File: config.mk
export PLATFORM = sky130hd
export DESIGN_NAME = dag_core
export DESIGN_NICKNAME = d
export VERILOG_FILES = /design/src/rtl/dag_core.v
export VERILOG_INCLUDE_DIRS = /design/src /design/src/rtl
export SDC_FILE = /design/constraint.sdc
export NUM_CORES = 1
export LEC_CHECK = 0
export BUFFER_PORTS_ARGS = -buffer_cell sky130_fd_sc_hd__clkbuf_2
export CAP_MARGIN = 5
export CORE_AREA = 2 2 211 213
export DETAILED_ROUTE_END_ITERATION = 10
export DIE_AREA = 0 0 213 215
export PLACE_DENSITY_LB_ADDON = 0.1
export SLEW_MARGIN = 0
export SYNTH_ARGS = -nofsm -noshare
export SYNTH_HDL_FRONTEND = slang
export SYNTH_SLANG_ARGS = --single-unit
File: constraint.sdc
create_clock -name sys_clk -period 10.88 [get_ports sys_clk]
set_clock_uncertainty 0.15 [all_clocks]
set_input_delay 2.176 -clock sys_clk [delete_from_list [all_inputs] [get_ports sys_clk]]
set_output_delay 2.176 -clock sys_clk [all_outputs]
set_load 0.02 [all_outputs]
File: src/rtl/dag_consts.vh
// Constants for the DSP effective-address generator: register indices,
// field positions, reset values and request mode codes.
// Assumes it is included by bare name from the design files under rtl/.
//
// Contract
// - Dual prefetch pointers only W8 to W11
// - W8/W9 to X unit, W10/W11 to Y
// - Indexed dual mode only on W9, W11
// - Dual modes: indirect, post-modify 2/4/6, indexed
// - One circular buffer each in X, Y
// - One-way wrap; power-of-two lengths wrap both ways
// - Length from 16-bit start and end registers
// - Y circular addresses keep bit zero clear
// - X circular needs select not 1111, bit15
// - Y circular needs select not 1111, bit14
// - Crossings detected beyond boundary, not only equal
// - Write back wrap only for pre/post modify
// - Bit reversal only X unit, writes only
// - Reversal needs select, enable, pre/post increment
// - Modifier pivot bits 14:0, enable bit 15
// - Reversal word-sized, modifier scaled, bit zero clear
// - Byte or other modes give normal addresses
// - Reversal adds reversed modifier, ignores normal step
// - Reversal beats circular on data writes
`ifndef DAG_CONSTS_VH
`define DAG_CONSTS_VH

// Register indices on the plain register port
`define DAG_REG_X_CIRC_START 3'h0
`define DAG_REG_X_CIRC_END 3'h1
`define DAG_REG_Y_CIRC_START 3'h2
`define DAG_REG_Y_CIRC_END 3'h3
`define DAG_REG_CIRC_REV_CTRL 3'h4
`define DAG_REG_REV_MODIFIER 3'h5

// Reset values
`define DAG_RST_BOUND 16'h0000
`define DAG_RST_CTRL 16'h0000
`define DAG_RST_MODIFIER 16'h0000

// Control register fields
`define DAG_CTRL_X_SEL_LSB 0
`define DAG_CTRL_Y_SEL_LSB 4
`define DAG_CTRL_REV_SEL_LSB 8
`define DAG_CTRL_X_EN_BIT 15
`define DAG_CTRL_Y_EN_BIT 14
`define DAG_SEL_OFF 4'hF

// Modifier register fields
`define DAG_MOD_REV_EN_BIT 15

// Request mode codes
`define DAG_MODE_INDIRECT 2'h0
`define DAG_MODE_POST 2'h1
`define DAG_MODE_PRE 2'h2
`define DAG_MODE_INDEXED 2'h3

// Pointer numbers that matter to the dual-operand class
`define DAG_W8 4'h8
`define DAG_W9 4'h9
`define DAG_W10 4'hA
`define DAG_W11 4'hB

`endif

File: src/rtl/dag_core.v
// Effective-address generator for X and Y data spaces: circular buffers,
// bit-reversed writes and the dual-operand pointer checks.
// Assumes the decoder presents one request per cycle with the pointer value
// already read from the working register file, on the same sys_clk.
//
// The placing of the registers and the plain strobed port were left to the implementer.
`timescale 1ns/1ns
`include "dag_consts.vh"
module dag_core
(
  // Clock and synchronous reset
  input wire sys_clk,
  input wire sys_rst,
  // Register port
  input wire [2:0] reg_addr,
  input wire [15:0] reg_wdata,
  input wire reg_wr,
  input wire reg_rd,
  output reg [15:0] reg_rdata,
  // Request from instruction decode
  input wire req_valid,
  input wire req_dual,
  input wire req_write,
  input wire req_byte,
  input wire [1:0] req_mode,
  input wire [3:0] req_wn,
  input wire [15:0] req_ptr,
  input wire [15:0] req_offs,
  // Answer toward the data address buses
  output reg ea_valid,
  output reg ea_space_y,
  output reg [15:0] ea_addr,
  output reg ea_error,
  // Pointer write-back toward the register file
  output reg wb_valid,
  output reg [3:0] wb_wn,
  output reg [15:0] wb_value
);

  // Software-visible registers
  reg [15:0] x_circular_start_q;
  reg [15:0] x_circular_end_q;
  reg [15:0] y_circular_start_q;
  reg [15:0] y_circular_end_q;
  reg [15:0] circular_reverse_control_q;
  reg [15:0] reverse_modifier_q;

  // Control fields, named for the logic that uses them
  wire [3:0] x_circ_pointer_select;
  wire [3:0] y_circ_pointer_select;
  wire [3:0] reverse_pointer_select;
  wire x_circ_enable;
  wire y_circ_enable;
  wire reverse_enable;
  wire [14:0] reverse_pivot;

  assign x_circ_pointer_select = circular_reverse_control_q[`DAG_CTRL_X_SEL_LSB +: 4];
  assign y_circ_pointer_select = circular_reverse_control_q[`DAG_CTRL_Y_SEL_LSB +: 4];
  assign reverse_pointer_select = circular_reverse_control_q[`DAG_CTRL_REV_SEL_LSB +: 4];
  assign x_circ_enable = circular_reverse_control_q[`DAG_CTRL_X_EN_BIT];
  assign y_circ_enable = circular_reverse_control_q[`DAG_CTRL_Y_EN_BIT];
  // Pivot in the low fifteen bits, enable on top.
  // A modifier write is used from the next request on, with no interlock:
  // software must leave a gap before a reversed access through the pointer.
  assign reverse_enable = reverse_modifier_q[`DAG_MOD_REV_EN_BIT];
  assign reverse_pivot = reverse_modifier_q[14:0];

  // Mirror a 16-bit word end for end
  // Lets a plain adder serve as the reverse-carry adder further down
  function [15:0] dag_mirror;
    input [15:0] v;
    integer i;
    begin
      dag_mirror = 16'h0000;
      for (i = 0; i < 16; i = i + 1)
      begin
        dag_mirror[i] = v[15 - i];
      end
    end
  endfunction

  // Register writes; one register per index, unmapped indices ignored
  always @(posedge sys_clk)
  begin
    if (sys_rst)
    begin
      x_circular_start_q <= `DAG_RST_BOUND;
      x_circular_end_q <= `DAG_RST_BOUND;
      y_circular_start_q <= `DAG_RST_BOUND;
      y_circular_end_q <= `DAG_RST_BOUND;
      circular_reverse_control_q <= `DAG_RST_CTRL;
      reverse_modifier_q <= `DAG_RST_MODIFIER;
    end
    else if (reg_wr)
    begin
      case (reg_addr)
        `DAG_REG_X_CIRC_START: x_circular_start_q <= reg_wdata;
        `DAG_REG_X_CIRC_END: x_circular_end_q <= reg_wdata;
        `DAG_REG_Y_CIRC_START: y_circular_start_q <= reg_wdata;
        `DAG_REG_Y_CIRC_END: y_circular_end_q <= reg_wdata;
        `DAG_REG_CIRC_REV_CTRL: circular_reverse_control_q <= reg_wdata;
        `DAG_REG_REV_MODIFIER: reverse_modifier_q <= reg_wdata;
        default:
        begin
          // Unmapped index: write is dropped
        end
      endcase
    end
  end

  // Read data is registered, valid the cycle after the strobe only
  always @(posedge sys_clk)
  begin
    if (sys_rst)
    begin
      reg_rdata <= 16'h0000;
    end
    else if (reg_rd)
    begin
      case (reg_addr)
        `DAG_REG_X_CIRC_START: reg_rdata <= x_circular_start_q;
        `DAG_REG_X_CIRC_END: reg_rdata <= x_circular_end_q;
        `DAG_REG_Y_CIRC_START: reg_rdata <= y_circular_start_q;
        `DAG_REG_Y_CIRC_END: reg_rdata <= y_circular_end_q;
        `DAG_REG_CIRC_REV_CTRL: reg_rdata <= circular_reverse_control_q;
        `DAG_REG_REV_MODIFIER: reg_rdata <= reverse_modifier_q;
        default: reg_rdata <= 16'h0000;
      endcase
    end
    else
    begin
      // Data stands for one cycle only
      reg_rdata <= 16'h0000;
    end
  end

  // Request decode, space routing and legality
  wire is_dual_ptr;
  wire to_y_space;
  wire dual_bad_ptr;
  wire dual_bad_index;
  wire dual_bad_step;
  wire dual_bad_write;
  wire req_bad;
  wire [15:0] step_abs;
  wire step_neg;

  // Only W8..W11 may serve as prefetch pointers
  assign is_dual_ptr = (req_wn == `DAG_W8) || (req_wn == `DAG_W9) ||
    (req_wn == `DAG_W10) || (req_wn == `DAG_W11);
  assign dual_bad_ptr = req_dual && !is_dual_ptr;
  // W8/W9 always go to X, W10/W11 to the Y unit only on a dual request
  assign to_y_space = req_dual && ((req_wn == `DAG_W10) || (req_wn == `DAG_W11));
  // Indexed form only through W9 or W11 in the dual class
  assign dual_bad_index = req_dual && (req_mode == `DAG_MODE_INDEXED) &&
    (req_wn != `DAG_W9) && (req_wn != `DAG_W11);
  // The sign of the step gives the direction of travel for wrap checks
  assign step_neg = req_offs[15];
  assign step_abs = step_neg ? (16'h0000 - req_offs) : req_offs;
  // Post-modify amounts limited to 2, 4 or 6; pre-modify absent in the class
  assign dual_bad_step = req_dual && (((req_mode == `DAG_MODE_POST) &&
    (step_abs != 16'h0002) && (step_abs != 16'h0004) && (step_abs != 16'h0006)) ||
    (req_mode == `DAG_MODE_PRE));
  // Dual prefetch is a read-only path
  assign dual_bad_write = req_dual && req_write;
  assign req_bad = dual_bad_ptr || dual_bad_index || dual_bad_step || dual_bad_write;

  // Circular buffer selection for the space in use
  wire x_circ_on;
  wire y_circ_on;
  wire circ_hit;
  wire [15:0] buf_start;
  wire [15:0] buf_end;
  wire [16:0] buf_len;
  wire buf_pow2;

  // X buffer live only when its select is real and its enable set
  assign x_circ_on = x_circ_enable && (x_circ_pointer_select != `DAG_SEL_OFF);
  // Y buffer likewise, on its own field and bit
  assign y_circ_on = y_circ_enable && (y_circ_pointer_select != `DAG_SEL_OFF);
  // One buffer per space; the space picks which pair of bounds applies
  assign circ_hit = to_y_space ? (y_circ_on && (req_wn == y_circ_pointer_select)) :
    (x_circ_on && (req_wn == x_circ_pointer_select));
  assign buf_start = to_y_space ? y_circular_start_q : x_circular_start_q;
  assign buf_end = to_y_space ? y_circular_end_q : x_circular_end_q;
  // Length in bytes from the two 16-bit bounds, up to 64 Kbytes
  assign buf_len = {1'b0, buf_end} - {1'b0, buf_start} + 17'h00001;
  // Power-of-two lengths may be walked both ways, so both bounds apply
  assign buf_pow2 = ((buf_len & (buf_len - 17'h00001)) == 17'h00000);

  // Raw modified address, kept wide so overshoot past 0xFFFF is visible
  wire [17:0] raw_sum;
  wire [15:0] mod_src;
  wire do_modify;
  wire going_up;
  wire going_down;
  wire over_top;
  wire under_bottom;
  reg [17:0] wrapped;
  wire [15:0] circ_addr;

  // Indirect form has no change; others add offset or signed step
  assign do_modify = (req_mode != `DAG_MODE_INDIRECT);
  assign mod_src = do_modify ? req_offs : 16'h0000;
  assign raw_sum = {2'b00, req_ptr} + {{2{mod_src[15]}}, mod_src};
  // Power-of-two buffers check both bounds; others only the travel side
  assign going_up = !step_neg || buf_pow2;
  assign going_down = step_neg || buf_pow2;
  // Beyond the bound counts as crossing, so large steps still wrap
  assign over_top = going_up && ($signed(raw_sum) > $signed({2'b00, buf_end}));
  assign under_bottom = going_down &&
    ($signed(raw_sum) < $signed({2'b00, buf_start}));

  // Fold the raw address back into the buffer
  always @*
  begin
    wrapped = raw_sum;
    if (circ_hit && do_modify)
    begin
      if (over_top)
      begin
        wrapped = raw_sum - {1'b0, buf_len};
      end
      else if (under_bottom)
      begin
        wrapped = raw_sum + {1'b0, buf_len};
      end
    end
  end

  // Y space always word aligned; X keeps byte resolution
  // Forcing bit zero here is free and keeps odd pointers off the Y bus
  assign circ_addr = to_y_space ? {wrapped[15:1], 1'b0} : wrapped[15:0];

  // Bit-reversed path
  wire rev_hit;
  wire [15:0] rev_step;
  wire [15:0] rev_sum;
  wire [15:0] rev_addr;

  // Needs select, enable, word write via X, incrementing pre or post mode
  assign rev_hit = reverse_enable && (reverse_pointer_select != `DAG_SEL_OFF) &&
    (req_wn == reverse_pointer_select) && req_write && !req_byte && !to_y_space &&
    ((req_mode == `DAG_MODE_PRE) || (req_mode == `DAG_MODE_POST)) &&
    !step_neg && (req_offs != 16'h0000);
  // Modifier counts words; shift to byte units
  assign rev_step = {reverse_pivot, 1'b0};
  // Carry runs from MSB toward LSB: mirror, add, mirror back
  assign rev_sum = dag_mirror(dag_mirror(req_ptr) + dag_mirror(rev_step));
  // Bit zero of a reversed address is always clear
  assign rev_addr = {rev_sum[15:1], 1'b0};

  // Final selection of address and write-back
  reg [15:0] ea_d;
  reg wb_en_d;
  reg [15:0] wb_value_d;

  // Reversal wins over circular; normal step ignored when reversing
  // A byte write or any other mode falls through to the normal path
  always @*
  begin
    ea_d = req_ptr;
    wb_en_d = 1'b0;
    wb_value_d = req_ptr;
    if (rev_hit)
    begin
      // Pointer and result kept in normal order, only modifier reversed
      wb_en_d = 1'b1;
      wb_value_d = rev_addr;
      if (req_mode == `DAG_MODE_PRE)
      begin
        ea_d = rev_addr;
      end
      else
      begin
        ea_d = {req_ptr[15:1], 1'b0};
      end
    end
    else
    begin
      case (req_mode)
        `DAG_MODE_INDIRECT:
        begin
          ea_d = to_y_space ? {req_ptr[15:1], 1'b0} : req_ptr;
        end
        `DAG_MODE_POST:
        begin
          // Access at old pointer, wrapped value written back
          ea_d = to_y_space ? {req_ptr[15:1], 1'b0} : req_ptr;
          wb_en_d = 1'b1;
          wb_value_d = circ_addr;
        end
        `DAG_MODE_PRE:
        begin
          ea_d = circ_addr;
          wb_en_d = 1'b1;
          wb_value_d = circ_addr;
        end
        `DAG_MODE_INDEXED:
        begin
          // Correction applies to the access, pointer left alone
          ea_d = circ_addr;
          wb_en_d = 1'b0;
        end
        default:
        begin
          ea_d = req_ptr;
        end
      endcase
    end
  end

  // Answer register: one request in, one answer out a cycle later.
  // Illegal requests still answer, flagged, with no pointer update so the
  // register file is never corrupted by a decode fault.
  always @(posedge sys_clk)
  begin
    if (sys_rst)
    begin
      ea_valid <= 1'b0;
      ea_space_y <= 1'b0;
      ea_addr <= 16'h0000;
      ea_error <= 1'b0;
      wb_valid <= 1'b0;
      wb_wn <= 4'h0;
      wb_value <= 16'h0000;
    end
    else if (req_valid)
    begin
      ea_valid <= 1'b1;
      ea_space_y <= to_y_space;
      ea_addr <= req_bad ? 16'h0000 : ea_d;
      ea_error <= req_bad;
      wb_valid <= wb_en_d && !req_bad;
      wb_wn <= req_wn;
      wb_value <= wb_value_d;
    end
    else
    begin
      // Pulses drop back; data holds its last value
      ea_valid <= 1'b0;
      ea_error <= 1'b0;
      wb_valid <= 1'b0;
    end
  end

endmodule

---- After elaboration in Yosys (flattened, before gate mapping) ----
Index checks and enable logic that the tools add are counted.
storage, ports and cells
  register bits ........................... 152
  input bits .............................. 65
  output and inout bits ................... 56
  word-level logic and storage cells ...... 128
cells by class
  add/sub/neg operators ................... 8
  order comparisons ....................... 2
  equality and inequality tests ........... 23
  multiplexer cells ....................... 20
  bitwise gates (word level) .............. 3
  reductions and logical operators ........ 58
operator list
  cell                                                    count
  two-way mux 16 bit                                      12
  one-hot mux 16 bit (6 select lines)                     1
  inequality test 16 x 3 -> 1 bit, second input constant  2
  one-hot mux 16 bit (2 select lines)                     1
  logical AND 1 bit                                       26
  inequality test 4 bit, second input constant            5
  adder 17 x 16 -> 18 bit                                 1
  greater-than comparator 18 x 17 -> 1 bit                1
  less-than comparator 18 x 17 -> 1 bit                   1
  adder 17 x 1 -> 17 bit, second input constant           1
  AND 17 bit                                              1
  logical NOT 17 bit                                      1
  subtractor 16 x 16 -> 17 bit                            1
  subtractor 17 x 1 -> 17 bit, second input constant      1
  adder 16 bit                                            1
  == test 4 bit, second input constant                    4
  inequality test 16 x 2 -> 1 bit, second input constant  1
  nonzero test 16 bit                                     1
  subtractor 1 x 16 -> 16 bit, first input constant       1
  subtractor 16 bit                                       1
  adder 15 bit                                            1
  == test 4 bit                                           3
  AND reduction 2 bit                                     6
  logical OR 1 bit                                        11
  other kinds (12)                                        29

---- Longest topological paths before layout ----
Gate-level depths: netlist of run 1.
  depth after elaboration ................. 18
  mapped depth ............................ 27
  mapped depth without buffers ............ 24

---- Worst setup path before layout of run 1 ----
Ideal clock, no wire load.
  path kind ............................... input -> register
  start ................................... input port req_wn[2]
  end ..................................... register ea_addr[14]
  setup time .............................. 0.079 ns
  arrival time ............................ 7.812 ns
  data required time ...................... 10.651 ns
  setup slack ............................. 2.839 ns
  stages on the path ...................... 23
  buffers on the path ..................... 5
  path through ............................ buf_2 > nand4b_1 > buf_2 > buf_1 > clkbuf_1 > mux2i_1 > ha_1 > ha_1 > a2111oi_4 > o21ai_1 > a21boi_0 > or2_1 > inv_1 > ha_1 > clkbuf_1 > or4_1 > a31oi_1 > and4_1 > nor4_1 > nor3_1 > o41ai_1 > or3_1 > o211ai_1
between the ends
  cells in the longest elaborated chain, start to end .. 17
  elaborated cells on any way between the ends .. 54
  those cells by class .................... add/sub: 5; order compare: 2; eq/ne: 9; mux: 9; bitwise: 1; reduce/logical: 28
RTL lines
  item                                   RTL line                        source
  start, declared                        dag_core.v:26                   input wire [3:0] req_wn,
  == test 4 bit (no line)                -
  logical OR 1 bit                       dag_core.v:153                  assign to_y_space = req_dual && ((req_wn == `DAG_W10) || (req_wn == `DAG_W11));
  logical AND 1 bit                      dag_core.v:153
  two-way mux 16 bit (on tied branches)  dag_core.v:185, dag_core.v:184
  subtractor 16 x 16 -> 17 bit           dag_core.v:187                  assign buf_len = {1'b0, buf_end} - {1'b0, buf_start} + 17'h00001;
  adder 17 x 1 -> 17 bit                 dag_core.v:187
  subtractor 17 x 1 -> 17 bit            dag_core.v:189                  assign buf_pow2 = ((buf_len & (buf_len - 17'h00001)) == 17'h00000);
  AND 17 bit                             dag_core.v:189
  logical NOT 17 bit                     dag_core.v:189
  logical OR 1 bit                       dag_core.v:208                  assign going_down = step_neg || buf_pow2;
  logical AND 1 bit                      dag_core.v:211                  assign under_bottom = going_down &&
  two-way mux 16 bit                     dag_core.v:224                  else if (under_bottom)
  two-way mux 16 bit                     dag_core.v:220                  if (over_top)
  two-way mux 16 bit                     dag_core.v:218                  if (circ_hit && do_modify)
  one-hot mux 16 bit (2 select lines)    dag_core.v:281                  case (req_mode)
  two-way mux 16 bit                     dag_core.v:265                  if (rev_hit)
  two-way mux 16 bit *                   dag_core.v:332                  ea_addr <= req_bad ? 16'h0000 : ea_d;
  end signal, assigned                   dag_core.v:332
  end, declared                          dag_core.v:32                   output reg [15:0] ea_addr,
Every way passes the cells marked *; elsewhere a longest branch is shown, timed or not.
A chain may end at the register's enable or synchronous reset.

---- Worst setup path in the final report of run 1 ----
  start ................................... input port req_mode[0]
  end ..................................... register ea_addr[6]
between the ends
  cells in the longest elaborated chain, start to end .. 11
  elaborated cells on any way between the ends .. 38
  those cells by class .................... add/sub: 3; order compare: 2; eq/ne: 3; mux: 8; reduce/logical: 22
RTL lines
  item                                   RTL line        source
  start, declared                        dag_core.v:25   input wire [1:0] req_mode,
  nonzero test 2 bit (no line)           -
  two-way mux 16 bit                     dag_core.v:204  assign mod_src = do_modify ? req_offs : 16'h0000;
  adder 17 x 16 -> 18 bit                dag_core.v:205  assign raw_sum = {2'b00, req_ptr} + {{2{mod_src[15]}}, mod_src};
  less-than comparator 18 x 17 -> 1 bit  dag_core.v:212  ($signed(raw_sum) < $signed({2'b00, buf_start}));
  logical AND 1 bit                      dag_core.v:211
  two-way mux 16 bit                     dag_core.v:224
  two-way mux 16 bit                     dag_core.v:220
  two-way mux 16 bit                     dag_core.v:218
  one-hot mux 16 bit (2 select lines)    dag_core.v:281
  two-way mux 16 bit                     dag_core.v:265
  two-way mux 16 bit *                   dag_core.v:332
Marked as above.

==> PnR_summary.wiki, run 1 <==
{| class="wikitable"
! Metric !! Value
|-
| Number of failing setup endpoints in the final timing report || 0
|-
| Number of library cell types mapped by synthesis || 85
|-
| CTS root buf || sky130_fd_sc_hd__clkbuf_16
|-
| Async SR Flop Fraction || 0%
|-
| Count of cells along the worst register-to-register path || 19
|-
| Min-Delay Path Class || reg2reg
|-
| Count of cells resized by post-cts repair || 0
|-
| Initial standard-cell utilization of the core || 27.73%
|-
| Unrepaired setup endpoints after global routing || false
|-
| Floorplan die area || 45800 sq um
|-
| Synthesized-area fraction occupied by adder cells || 13.61%
|-
| Starting DRC count in detailed routing || 1072
|-
| H-tree lvl count || 4
|-
| Synth Area per Inst || 7.792 sq um
|-
| Finished Core Util || 32.03%
|-
| Maximum fanout encountered on the critical timing path || 17
|-
| Number of cells on the worst hold path || 2
|-
| Busiest layer in global routing || met2
|-
| Pin count of the biggest net entering global routing || 74
|-
| Critical setup path kind || in2reg
|-
| Synthesis warning total || 0
|-
| Number of setup buffers added after CTS || 0
|-
| Total via count after detailed routing || 12290
|-
| DR vias/cell || 5.464
|-
| Critical Path RT || 11.08 ns
|-
| Post-layout nets || 1836
|-
| Total of flip-flops plus latches after synthesis || 152
|-
| Netlist area before placement || 12100 sq um
|-
| Initial antenna violation count || 0
|-
| Number of maximum-capacitance constraint violations || 0
|-
| Number of hold buffers added after CTS || 0
|-
| Maximum achievable frequency || 0.1096 GHz
|-
| Number of iterations in the first detailed-routing pass || 7
|-
| Core Region || 43640 sq um
|-
| Portion of the clock cycle consumed by the worst path in the final layout || 83.86%
|-
| Routability-driven placement congestion ratio || 0.8434
|-
| Most repeated cell in the gate-level netlist after synthesis || sky130_fd_sc_hd__nand2_1
|-
| Peak supply drop || 0.08287 mV
|-
| Sum of net half-perimeters after detailed placement || 39500 um
|-
| Number of inserted diodes || 0
|-
| Post-Synthesis Net Count || 1745
|-
| Kind of launch point of the worst setup path || input pin
|-
| Met1 demand-to-capacity share in global routing || 30.14%
|-
| Relative slew margins || 23.58%
|-
| Post-route antenna net violation count || 0
|-
| CTS tree || done
|-
| Number of DRC violations after detailed routing || 0
|-
| Synthesis-to-finish area growth || 15.53%
|-
| Chip width || 213 um
|-
| Worst Max-Slew Pin Slew || 1.142 ns
|-
| M3 GR Usage || 2.967%
|-
| Max Buffers Root-to-Sink || 2
|-
| Overall die height || 215 um
|-
| First-pass GRT wire length || 76050 um
|-
| Min Clock Period, post-route || 9.124 ns
|-
| Clock buffers created by TritonCTS || 17
|-
| Post-synth top cells || sky130_fd_sc_hd__nand2_1, sky130_fd_sc_hd__a21oi_1, sky130_fd_sc_hd__dfxtp_1
|-
| Power after layout || 2.079 mW
|-
| Parity-gate share of the synthesized area counting xor and xnor cells || 3.981%
|-
| Leakage power figure || 5.578 nW
|-
| Syn Inst Count || 1553
|-
| Top cells by area, synth || sky130_fd_sc_hd__dfxtp_1, sky130_fd_sc_hd__ha_1, sky130_fd_sc_hd__nand2_1
|-
| Post-Synth Simple-Gate Area || 19.20%
|-
| Combinational family with the most area after synthesis || compound AO/OA/AOI/OAI gates
|-
| Wire length after detailed routing || 52000 um
|-
| Number of sinks handled by clock tree synthesis || 152
|-
| I/O pins || 121
|-
| Clock latency of the later-clocked register in the worst-skew pair || 0.46 ns
|-
| Final Slew Violations || 0
|-
| Sequential area share after synthesis || 25.14%
|-
| Critical Path AT || 9.33 ns
|-
| Layout cells sized above 1 || 14.18%
|-
| I/O Buffers || 120
|-
| Total negative slack || 0 ns
|-
| Met2 Usage GRT || 37.75%
|-
| Most frequently used flop master after synthesis || sky130_fd_sc_hd__dfxtp_1
|-
| Post-synth top area share || 25.14%
|-
| GRT overflow || 0
|-
| Number of global-route vias before repair || 11660
|-
| Top cell type by total area after synthesis || sky130_fd_sc_hd__dfxtp_1
|-
| Fill cells || 4710
|-
| Crit path capture type || flip-flop
|-
| Share of the synthesized area in compound gates (AO/OA/AOI/OAI) || 29.03%
|-
| Number of rows in the core area || 77
|-
| Final Hold Fails || 0
|-
| Average wire per cell in the routed design || 23.12 um
|-
| Power density over the cells || 148.7 nW/um^2
|-
| Multiplexer area fraction after synthesis || 4.322%
|-
| EDFF count, synth || 0
|-
| Clock-pin slew on the worst setup and hold paths || 0.07 ns
|-
| Outcome || completed
|-
| Total global routing track utilization || 22.44%
|}
-- power by group --
| group | switching (mW) | internal (mW) | total (mW) |
|---|---|---|---|
| clock | 0.281 | 0.308 | 0.589 |
| combinational | 0.568 | 0.327 | 0.895 |
| sequential | 0.0191 | 0.576 | 0.596 |
-- path summary, 6_finish.rpt --
path / from / end / slack (ns)
worst min register to register: circular_reverse_control_q[13]$_SDFFE_PP0P_ / circular_reverse_control_q[13]$_SDFFE_PP0P_ / 0.31
worst min-delay path: circular_reverse_control_q[13]$_SDFFE_PP0P_ / circular_reverse_control_q[13]$_SDFFE_PP0P_ / 0.31
worst max-delay path: req_mode[0] / ea_addr[6]$_SDFFE_PP0P_ / 1.76
worst max register to register: x_circular_start_q[5]$_SDFFE_PP0P_ / ea_addr[14]$_SDFFE_PP0P_ / 5.16
-- layout make-up --
cell class / count / area, sq um / share of cell area (%)
inverter: 76 / 285.3 / 2.040
clock inverter: 14 / 127.6 / 0.9128
timing repair buffer: 146 / 798.3 / 5.710
tap: 592 / 740.7 / 5.298
multi-input combinational: 1251 / 8547 / 61.13
sequential: 152 / 3043 / 21.76
clock buffer: 18 / 439.2 / 3.141
-- cells in the final DEF (no fill, tap or decap), drive strengths merged, types with 9 or more instances in the layout --
cell type  netlist  final
a21oi          184    184
nand3           22     22
o31ai            9      9
mux2i           32     32
nor2            71     71
clkbuf          63    137
and2            15     15
nand2          253    253
o211ai          16     16
xnor2           37     37
mux2            18     18
and3             9      9
a31oi           27     27
nor3b            9      9
nor3            24     24
ha             122    122
nand4           11     11
dfxtp          152    152
a22oi           60     60
o21ai           61     61
o221ai          14     14
a211oi          12     12
buf             11     27
o21bai          13     13
nor2b           29     29
nor4            11     11
or3             10     10
inv             75     84
a21o            25     25
nand2b          11     11
xor2            18     18
a221oi           9      9
-- routing by layer --
| metal | wire length [um] | share of wire [%] |
|---|---|---|
| met4 | 940 | 1.8 |
| met1 | 23950 | 46 |
| met3 | 2601 | 5.0 |
| met5 | 0 | 0 |
| met2 | 24510 | 47 |
-- stage by stage --
| stage | setup slack [ns] | instance area, sq um | hold WS [ns] | instances |
|---|---|---|---|---|
| 6_report | 1.756 | 13980 | 0.3150 | 2249 |
| 5_1_grt | 1.469 | 13980 | 0.3429 | 2249 |
| 4_1_cts | 2.006 | 13980 | 0.3136 | 2249 |
| 3_5_place_dp | 1.556 | 13410 | 0.3033 | 2217 |
| 3_3_place_gp | 1.703 | 13410 | 0.2975 | 2217 |
| 2_1_floorplan | 2.839 | 12100 | 0.2860 | 1553 |
-- state kept, by name (all words and copies together), names as in the netlist --
signal	count
wb_value	16
ea_addr	16
y_circular_end_q	16
ea_valid	1
x_circular_end_q	16
ea_error	1
wb_wn	4
reg_rdata	16
ea_space_y	1
reverse_modifier_q	16
y_circular_start_q	16
x_circular_start_q	16
wb_valid	1
circular_reverse_control_q	16
-- critical path, stage by stage --
cell	delay [ns]
sky130_fd_sc_hd__clkbuf_2	0.11
sky130_fd_sc_hd__inv_1	0.06
sky130_fd_sc_hd__ha_1	0.18
sky130_fd_sc_hd__buf_4	0.20
sky130_fd_sc_hd__nor2b_1	0.23
sky130_fd_sc_hd__ha_1	0.29
sky130_fd_sc_hd__a211o_1	0.28
sky130_fd_sc_hd__a2111oi_0	0.85
sky130_fd_sc_hd__o31ai_1	0.36
sky130_fd_sc_hd__a21o_1	0.25
sky130_fd_sc_hd__a21oi_1	0.17
sky130_fd_sc_hd__xnor2_1	0.32
sky130_fd_sc_hd__ha_1	0.32
sky130_fd_sc_hd__a21o_1	0.17
sky130_fd_sc_hd__a2111oi_0	0.72
sky130_fd_sc_hd__o2111ai_1	0.27
sky130_fd_sc_hd__o21ai_0	0.32
sky130_fd_sc_hd__nand2_1	0.12
sky130_fd_sc_hd__a31o_2	0.35
sky130_fd_sc_hd__o21ai_0	0.42
sky130_fd_sc_hd__a211oi_2	0.06
sky130_fd_sc_hd__buf_4	0.22
sky130_fd_sc_hd__o221ai_1	0.47
sky130_fd_sc_hd__a311oi_1	0.19
sky130_fd_sc_hd__a21o_1	0.18
-- cell families (layout without fill, tap and decap cells) --
logic type / Yosys count / in the layout
flip-flops: 152 / 152
XOR/XNOR: 55 / 55
adder cells (fa/ha/maj): 129 / 129
multiplexers: 50 / 50
AO/OA/AOI/OAI: 517 / 517
AND/OR/NAND/NOR: 500 / 500
buffers and inverters: 150 / 254
No activity file was read; power rests on OpenSTA's default activity.
==> run 2, diff against run 1 <==
==> constraint.sdc (replaced) <==
create_clock -name sys_clk -period 9.2 [get_ports sys_clk]
set_clock_uncertainty 0.15 [all_clocks]
set_input_delay 1.84 -clock sys_clk [delete_from_list [all_inputs] [get_ports sys_clk]]
set_output_delay 1.84 -clock sys_clk [all_outputs]
set_load 0.02 [all_outputs]
==> run 2 against run 1 <==
Net effect: setup slack worse by 1.0 ns; clock-buffer cell count is 1 higher; global-route usage is 0.36 points higher; final cell count is 0.27% higher; largest power group unchanged.
==> PnR_summary.wiki, run 2 (synthesized netlist as in run 1, its figures left out) <==
{| class="wikitable"
! Metric !! Value
|-
| Maximum achievable frequency || 0.1179 GHz
|-
| Number of failing setup endpoints in the final timing report || 0 (unchanged)
|-
| Multi-input gate area || 8547 sq um (unchanged)
|-
| Critical setup path kind || in2reg (unchanged)
|-
| I/O pins || 121 (unchanged)
|-
| H-tree lvl count || 4 (unchanged)
|-
| Number of DRC violations after detailed routing || 0 (unchanged)
|-
| Source of the critical timing path || req_mode[0] (unchanged)
|-
| Final Hold Fails || 0 (unchanged)
|-
| Hold path startpoint || x_circular_end_q[5]$_SDFFE_PP0P_ (was circular_reverse_control_q[13]$_SDFFE_PP0P_)
|-
| I/O Buffers || 120 (unchanged)
|-
| Kind of launch point of the worst setup path || input pin (unchanged)
|-
| Clock-pin slew on the worst setup and hold paths || 0.06 ns (was 0.07 ns)
|-
| Number of setup buffers added after CTS || 0 (unchanged)
|-
| Initial standard-cell utilization of the core || 27.73% (unchanged)
|-
| Critical Path RT || 9.44 ns (was 11.08 ns)
|-
| Number of maximum-capacitance constraint violations || 0 (unchanged)
|-
| Peak supply drop || 0.1014 mV (was 0.08287 mV)
|-
| Sum of net half-perimeters after detailed placement || 40200 um (was 39500 um)
|-
| Critical Path AT || 8.72 ns (was 9.33 ns)
|-
| Critical R2R Capture || wb_value[14]$_SDFFE_PP0P_ (was ea_addr[14]$_SDFFE_PP0P_)
|-
| Final Non-Filler Cells || 2255 (was 2249)
|-
| Average wire per cell in the routed design || 23.29 um (was 23.12 um)
|-
| Power density over the cells || 178.0 nW/um^2 (was 148.7 nW/um^2)
|-
| Min-Delay Path Class || reg2reg (unchanged)
|-
| Setup WS post-layout || 0.7157 ns (was 1.756 ns)
|-
| Core Region || 43640 sq um (unchanged)
|-
| Overall die height || 215 um (unchanged)
|-
| Layout cells sized above 1 || 14.43% (was 14.18%)
|-
| Portion of the clock cycle consumed by the worst path in the final layout || 92.22%
|-
| Total global routing track utilization || 22.80% (was 22.44%)
|-
| Chip width || 213 um (unchanged)
|-
| Count of cells resized by post-cts repair || 0 (unchanged)
|-
| DR vias/cell || 5.457 (was 5.464)
|-
| Min Clock Period, post-route || 8.484 ns
|-
| Total via count after detailed routing || 12310 (was 12290)
|-
| Sequential cell area || 3043 sq um (unchanged)
|-
| Relative slew margins || 18.97% (was 23.58%)
|-
| Clock latency of the later-clocked register in the worst-skew pair || 0.45 ns (was 0.46 ns)
|-
| Final Slew Violations || 0 (unchanged)
|-
| CTS tree || done (unchanged)
|-
| Max Buffers Root-to-Sink || 2 (unchanged)
|-
| Clock buffers created by TritonCTS || 17 (unchanged)
|-
| CTS root buf || sky130_fd_sc_hd__clkbuf_16 (unchanged)
|-
| Worst hold path endpoint || x_circular_end_q[5]$_SDFFE_PP0P_ (was circular_reverse_control_q[13]$_SDFFE_PP0P_)
|-
| Fill cells || 4763 (was 4710)
|-
| Leakage power figure || 5.616 nW (was 5.578 nW)
|-
| Total negative slack || 0 ns (unchanged)
|-
| Critical R2R Launch || x_circular_end_q[1]$_SDFFE_PP0P_ (was x_circular_start_q[5]$_SDFFE_PP0P_)
|-
| Power after layout || 2.503 mW (was 2.079 mW)
|-
| Worst Max-Slew Pin Slew || 1.215 ns (was 1.142 ns)
|-
| Count of cells along the worst register-to-register path || 17 (was 19)
|-
| Initial antenna violation count || 1 (was 0)
|-
| Floorplan die area || 45800 sq um (unchanged)
|-
| Outcome || completed (unchanged)
|-
| Setup slack, reg-to-reg || 3.09 ns (was 5.16 ns)
|-
| Number of inserted diodes || 0 (unchanged)
|-
| Number of cells on the worst hold path || 2 (unchanged)
|-
| Number of rows in the core area || 77 (unchanged)
|-
| Number of global-route vias before repair || 11780 (was 11660)
|-
| Routability-driven placement congestion ratio || 0.8638 (was 0.8434)
|-
| Number of hold buffers added after CTS || 0 (unchanged)
|-
| Pin count of the biggest net entering global routing || 70 (was 74)
|-
| Synthesis-to-finish area growth || 16.18% (was 15.53%)
|-
| Crit path capture type || flip-flop (unchanged)
|-
| Placed cell count || 2224 (was 2217)
|-
| GRT overflow || 0 (unchanged)
|-
| Starting DRC count in detailed routing || 1124 (was 1072)
|-
| First-pass GRT wire length || 76790 um (was 76050 um)
|-
| Most used cells in the layout excluding fill and tap cells || sky130_fd_sc_hd__nand2_1, sky130_fd_sc_hd__a21oi_1, sky130_fd_sc_hd__dfxtp_1 (unchanged)
|-
| Post-route antenna net violation count || 0 (unchanged)
|-
| Number of sinks handled by clock tree synthesis || 152 (unchanged)
|-
| Maximum fanout encountered on the critical timing path || 15 (was 17)
|-
| Most common cell after layout, fill and taps aside || sky130_fd_sc_hd__nand2_1 (unchanged)
|-
| Number of iterations in the first detailed-routing pass || 5 (was 7)
|-
| Setup slack at placement || 0.3714 ns (was 1.556 ns)
|-
| Wire length after detailed routing || 52510 um (was 52000 um)
|-
| Unrepaired setup endpoints after global routing || false (unchanged)
|-
| Post-layout nets || 1843 (was 1836)
|}
[run 2: report_power, final]
| part | leakage, nW | internal (mW) | switching (mW) |
|---|---|---|---|
| sequential | 1.23 | 0.682 | 0.0221 |
| combinational | 4.10 | 0.393 | 0.682 |
| clock | 0.281 | 0.409 | 0.315 |
| total | 5.62 | 1.48 | 1.02 |
[run 2: metrics by stage]
stage	cell area (sq um)	utilization (%)	hold slack (ns)
3_5_place_dp	13480	30.89	0.3107
3_3_place_gp	13480	30.89	0.3055
2_1_floorplan	12100	-	0.2860
4_1_cts	14060	32.22	0.3204
6_report	14060	32.22	0.3210
5_1_grt	14060	32.22	0.3413
[run 2: critical path, stage by stage]
cell	delay [ns]
sky130_fd_sc_hd__clkbuf_2	0.11
sky130_fd_sc_hd__inv_1	0.08
sky130_fd_sc_hd__ha_1	0.52
sky130_fd_sc_hd__nor2b_1	0.11
sky130_fd_sc_hd__ha_1	0.25
sky130_fd_sc_hd__fa_1	0.43
sky130_fd_sc_hd__a211oi_1	0.34
sky130_fd_sc_hd__o21ai_0	0.21
sky130_fd_sc_hd__a31oi_1	0.32
sky130_fd_sc_hd__o21ai_0	0.27
sky130_fd_sc_hd__xor2_1	0.63
sky130_fd_sc_hd__ha_1	0.37
sky130_fd_sc_hd__a21o_1	0.16
sky130_fd_sc_hd__a2111oi_0	0.58
sky130_fd_sc_hd__o2111ai_1	0.21
sky130_fd_sc_hd__o21ai_0	0.33
sky130_fd_sc_hd__nand2_1	0.12
sky130_fd_sc_hd__a31o_2	0.36
sky130_fd_sc_hd__o21ai_0	0.35
sky130_fd_sc_hd__a211oi_2	0.06
sky130_fd_sc_hd__buf_4	0.22
sky130_fd_sc_hd__o221a_1	0.32
sky130_fd_sc_hd__a2111oi_2	0.37
sky130_fd_sc_hd__a221o_1	0.15
[run 2: how the worst max path moves through the flow]
stage / end / slack, ns / cells past startpoint
6_report: ea_addr[1]$_SDFFE_PP0P_ / 0.72 / 24
5_1_grt: ea_addr[1]$_SDFFE_PP0P_ / 0.15 / 24
4_1_cts: ea_addr[1]$_SDFFE_PP0P_ / 0.79 / 24
3_5_place_dp: ea_addr[1]$_SDFFE_PP0P_ / 0.37 / 24
3_3_place_gp: ea_addr[1]$_SDFFE_PP0P_ / 0.62 / 24
2_1_floorplan: ea_addr[14]$_SDFFE_PP0P_ / 1.49 / 23
[run 2: metal layers]
layer / GRT usage [%] / vias up / share of wire (%)
met2: 36.85 / 402 / 46
li1: - / 5914 / -
met5: 0 / - / 0
met1: 31.15 / 5927 / 46
met4: 7.483 / 0 / 2.7
met3: 2.967 / 62 / 5.3
[run 2: layout make-up]
type,instances,share of cell area (%)
multi-input cells,1251,60.79
inverters,76,2.029
well taps,592,5.268
clock buffers,19,3.150
clock inverters,12,0.9789
flip-flops and latches,152,21.64
repair buffers,153,6.140
==> run 3, diff against run 2 <==
--- a/config.mk
+++ b/config.mk
@@ -6,11 +6,12 @@
 export SDC_FILE = /design/constraint.sdc
 export NUM_CORES = 1
 export LEC_CHECK = 0
+export ABC_AREA = 1
 export BUFFER_PORTS_ARGS = -buffer_cell sky130_fd_sc_hd__clkbuf_2
 export CAP_MARGIN = 5
-export CORE_AREA = 2 2 211 213
+export CORE_AREA = 2 2 219 221
 export DETAILED_ROUTE_END_ITERATION = 10
-export DIE_AREA = 0 0 213 215
+export DIE_AREA = 0 0 221 223
 export PLACE_DENSITY_LB_ADDON = 0.1
 export SLEW_MARGIN = 0
 export SYNTH_ARGS = -nofsm -noshare
==> run 3 against run 2 <==
Net effect: critical path depth increased by 4; synthesized area increased by 7.5%; register-to-register slack improved by 1.2 ns; first-iteration DRC count decreased by 10%; worst hold slack got worse by 0.022 ns; critical path type unchanged.
==> PnR_summary.wiki, run 3 <==
{| class="wikitable"
! Metric !! Value
|-
| Maximum achievable frequency || 0.1349 GHz (was 0.1179 GHz)
|-
| Initial standard-cell utilization of the core || 27.60% (was 27.73%)
|-
| Sum of net half-perimeters after detailed placement || 41290 um (was 40200 um)
|-
| Clock-pin slew on the worst setup and hold paths || 0.07 ns (was 0.06 ns)
|-
| Critical-path cell with the highest stage delay || sky130_fd_sc_hd__xor2_1 (unchanged)
|-
| Post-Synthesis Net Count || 2260 (was 1745)
|-
| Unrepaired setup endpoints after global routing || false (unchanged)
|-
| Total of flip-flops plus latches after synthesis || 152 (unchanged)
|-
| Synthesis-to-finish area growth || 13.81% (was 16.18%)
|-
| Synth Area per Inst || 6.292 sq um (was 7.792 sq um)
|-
| Pin count of the biggest net entering global routing || 100 (was 70)
|-
| Power density over the cells || 184.9 nW/um^2 (was 178.0 nW/um^2)
|-
| Maximum fanout encountered on the critical timing path || 17 (was 15)
|-
| Final Hold Fails || 0 (unchanged)
|-
| Final Slew Violations || 0 (unchanged)
|-
| Netlist area before placement || 13010 sq um (was 12100 sq um)
|-
| Number of hold buffers added after CTS || 0 (unchanged)
|-
| Critical Path AT || 7.60 ns (was 8.72 ns)
|-
| Multiplexer area fraction after synthesis || 0.07693% (was 4.322%)
|-
| Layout cells sized above 1 || 10.23% (was 14.43%)
|-
| Crit path top cell by count || sky130_fd_sc_hd__nand2_1 (was sky130_fd_sc_hd__o21ai_0)
|-
| Fill cells || 5260 (was 4763)
|-
| Total negative slack || 0 ns (unchanged)
|-
| Synthesis warning total || 0 (unchanged)
|-
| Post-synth top cells || sky130_fd_sc_hd__nand2_1, sky130_fd_sc_hd__inv_1, sky130_fd_sc_hd__a21oi_1 (was sky130_fd_sc_hd__nand2_1, sky130_fd_sc_hd__a21oi_1, sky130_fd_sc_hd__dfxtp_1)
|-
| Clock latency of the later-clocked register in the worst-skew pair || 0.45 ns (about the same)
|-
| Combinational family with the most area after synthesis || simple AND/OR/NAND/NOR gates (was compound AO/OA/AOI/OAI gates)
|-
| Async SR Flop Fraction || 0% (unchanged)
|-
| Outcome || completed (unchanged)
|-
| Post-route design area || 14810 sq um (was 14060 sq um)
|-
| CTS tree || done (unchanged)
|-
| Min Clock Period, post-route || 7.411 ns (was 8.484 ns)
|-
| Floorplan die area || 49280 sq um (was 45800 sq um)
|-
| Clock buffers created by TritonCTS || 17 (unchanged)
|-
| Power share of the sequential group || 25.8% (was 28.1%)
|-
| Share of the synthesized area in compound gates (AO/OA/AOI/OAI) || 19.99% (was 29.03%)
|-
| Switching portion of total power || 44.20% (was 40.73%)
|-
| Most common cell after layout, fill and taps aside || sky130_fd_sc_hd__nand2_1 (unchanged)
|-
| First-pass GRT wire length || 79330 um (was 76790 um)
|-
| Parity-gate share of the synthesized area counting xor and xnor cells || 4.308% (was 3.981%)
|-
| Number of rows in the core area || 80 (was 77)
|-
| Post-Synth Simple-Gate Area || 30.05% (was 19.20%)
|-
| GRT overflow || 0 (unchanged)
|-
| Post-route antenna net violation count || 0 (unchanged)
|-
| Overall die height || 223 um (was 215 um)
|-
| Number of sinks handled by clock tree synthesis || 152 (unchanged)
|-
| Sequential cell area || 3043 sq um (unchanged)
|-
| Count of cells resized by post-cts repair || 0 (unchanged)
|-
| Most used cells in the layout excluding fill and tap cells || sky130_fd_sc_hd__nand2_1, sky130_fd_sc_hd__inv_1, sky130_fd_sc_hd__a21oi_1 (was sky130_fd_sc_hd__nand2_1, sky130_fd_sc_hd__a21oi_1, sky130_fd_sc_hd__dfxtp_1)
|-
| Most frequently used flop master after synthesis || sky130_fd_sc_hd__dfxtp_1 (unchanged)
|-
| Starting DRC count in detailed routing || 1010 (was 1124)
|-
| Family with the most delay on the worst path || adder cells (was compound AO/OA/AOI/OAI gates)
|-
| Setup WS post-layout || 1.789 ns (was 0.7157 ns)
|-
| Net switching power || 1.210 mW (was 1.019 mW)
|-
| Setup slack at placement || 1.351 ns (was 0.3714 ns)
|-
| Chip width || 221 um (was 213 um)
|-
| Initial antenna violation count || 3 (was 1)
|-
| Crit path capture type || flip-flop (unchanged)
|-
| Number of maximum-capacitance constraint violations || 0 (unchanged)
|-
| Top cell type by total area after synthesis || sky130_fd_sc_hd__dfxtp_1 (unchanged)
|-
| Total via count after detailed routing || 13740 (was 12310)
|-
| Average wire per cell in the routed design || 18.79 um (was 23.29 um)
|-
| Number of failing setup endpoints in the final timing report || 0 (unchanged)
|-
| Max Buffers Root-to-Sink || 2 (unchanged)
|-
| Top cells by area, synth || sky130_fd_sc_hd__dfxtp_1, sky130_fd_sc_hd__nand2_1, sky130_fd_sc_hd__ha_1 (was sky130_fd_sc_hd__dfxtp_1, sky130_fd_sc_hd__ha_1, sky130_fd_sc_hd__nand2_1)
|-
| Total global routing track utilization || 20.83% (was 22.80%)
|-
| Synthesized-area fraction occupied by adder cells || 12.50% (was 13.61%)
|-
| H-tree lvl count || 4 (unchanged)
|-
| Most repeated cell in the gate-level netlist after synthesis || sky130_fd_sc_hd__nand2_1 (unchanged)
|-
| Kind of launch point of the worst setup path || input pin (unchanged)
|-
| Peak supply drop || 0.1068 mV (was 0.1014 mV)
|-
| Portion of the clock cycle consumed by the worst path in the final layout || 80.56% (was 92.22%)
|-
| Min-Delay Path Class || reg2reg (unchanged)
|-
| CTS root buf || sky130_fd_sc_hd__clkbuf_16 (unchanged)
|-
| DR vias/cell || 4.948 (was 5.457)
|-
| Routability-driven placement congestion ratio || 0.8980 (was 0.8638)
|-
| Buffers plus inverters on the worst setup path || 4 (was 3)
|-
| Number of inserted diodes || 0 (unchanged)
|-
| Part of the total power dissipated in combinational logic || 46.8% (was 42.9%)
|-
| Sequential area share after synthesis || 23.39% (was 25.14%)
|-
| Leakage power figure || 7.208 nW (was 5.616 nW)
|-
| Wire length after detailed routing || 52160 um (was 52510 um)
|-
| Core Region || 47150 sq um (was 43640 sq um)
|-
| Cell internal pwr || 1.527 mW (was 1.483 mW)
|-
| EDFF count, synth || 0 (unchanged)
|-
| Post-synth top area share || 23.39% (was 25.14%)
|-
| Post-layout nets || 2340 (was 1843)
|-
| I/O Buffers || 120 (unchanged)
|-
| I/O pins || 121 (unchanged)
|-
| Largest stage delay, worst path || 0.80 ns (was 0.63 ns)
|-
| Power after layout || 2.737 mW (was 2.503 mW)
|-
| Clock Power Share || 27.4% (was 28.9%)
|-
| Relative slew margins || 24.58% (was 18.97%)
|-
| Post-detailed-placement cell area || 14190 sq um (was 13480 sq um)
|-
| Multi-input gate area || 8713 sq um (was 8547 sq um)
|-
| Critical Path RT || 9.39 ns (was 9.44 ns)
|-
| Number of DRC violations after detailed routing || 0 (unchanged)
|-
| Syn Inst Count || 2068 (was 1553)
|-
| Number of iterations in the first detailed-routing pass || 5 (unchanged)
|-
| Number of setup buffers added after CTS || 0 (unchanged)
|-
| Critical setup path kind || in2reg (unchanged)
|-
| Number of library cell types mapped by synthesis || 53 (was 85)
|-
| Number of global-route vias before repair || 13080 (was 11780)
|-
| Worst Max-Slew Pin Slew || 1.128 ns (was 1.215 ns)
|}
[run 3: metrics by stage]
step / hold WS (ns) / instances / util (%)
6_report: 0.2990 / 2776 / 31.41
5_1_grt: 0.3162 / 2776 / 31.41
4_1_cts: 0.3035 / 2776 / 31.41
3_5_place_dp: 0.2914 / 2744 / 30.10
3_3_place_gp: 0.2888 / 2744 / 30.10
2_1_floorplan: 0.2797 / 2068 / -
[run 3: cell type report]
class | count | area share (%)
clock buffer | 18 | 2.966
clock inverter | 14 | 1.200
inverter | 246 | 6.278
multi-input combinational | 1593 | 58.84
sequential | 152 | 20.55
tap | 615 | 5.196
timing repair buffer | 138 | 4.968
[run 3: kinds of logic (layout without fill, tap and decap cells)]
kind of cell,after synthesis,in the layout
mux,1,1
buf+inv,323,416
xor+xnor,64,64
compound gates,481,481
simple gates,920,920
flops,152,152
fa+ha+maj,127,127
[run 3: layer usage]
metal	GRT usage, %	wire, um	vias to the layer above
li1	-	-	6957
met1	28.88	25230	6372
met2	33.82	23360	352
met3	2.805	2374	52
met4	5.651	1186	2
met5	0	8	-
[run 3: worst paths after layout]
path | startpoint | slack (ns) | endpoint | cells after the start
hold reg to reg | ea_addr[2]$_SDFFE_PP0P_ | 0.30 | ea_addr[2]$_SDFFE_PP0P_ | 2
setup / recovery | req_mode[0] | 1.79 | wb_value[0]$_SDFFE_PP0P_ | 28
setup reg to reg | y_circular_end_q[1]$_SDFFE_PP0P_ | 4.30 | ea_addr[14]$_SDFFE_PP0P_ | 30
hold / removal | ea_addr[2]$_SDFFE_PP0P_ | 0.30 | ea_addr[2]$_SDFFE_PP0P_ | 2
[run 3: power groups by stage]
stage               logic [mW]  registers (mW)  clock network, mW
floorplan                0.876           0.730                  0
global placement          1.29           0.721                  0
detailed placement        1.27           0.721                  0
CTS                       1.28           0.706              0.762
global route              1.43           0.709              0.789
finish                    1.28           0.706              0.750
[run 3: worst register-to-register path: cells and delay by family (launching register included)]
| family | cells | cell delay [ns] |
|---|---|---|
| AOI/OAI and AO/OA | 3 | 0.72 |
| adders and majority gates | 3 | 1.14 |
| buffers and inverters | 2 | 0.18 |
| xor gates and xnor gates | 1 | 0.14 |
| DFF | 1 | 0.31 |
| and+or+nand+nor | 21 | 2.17 |
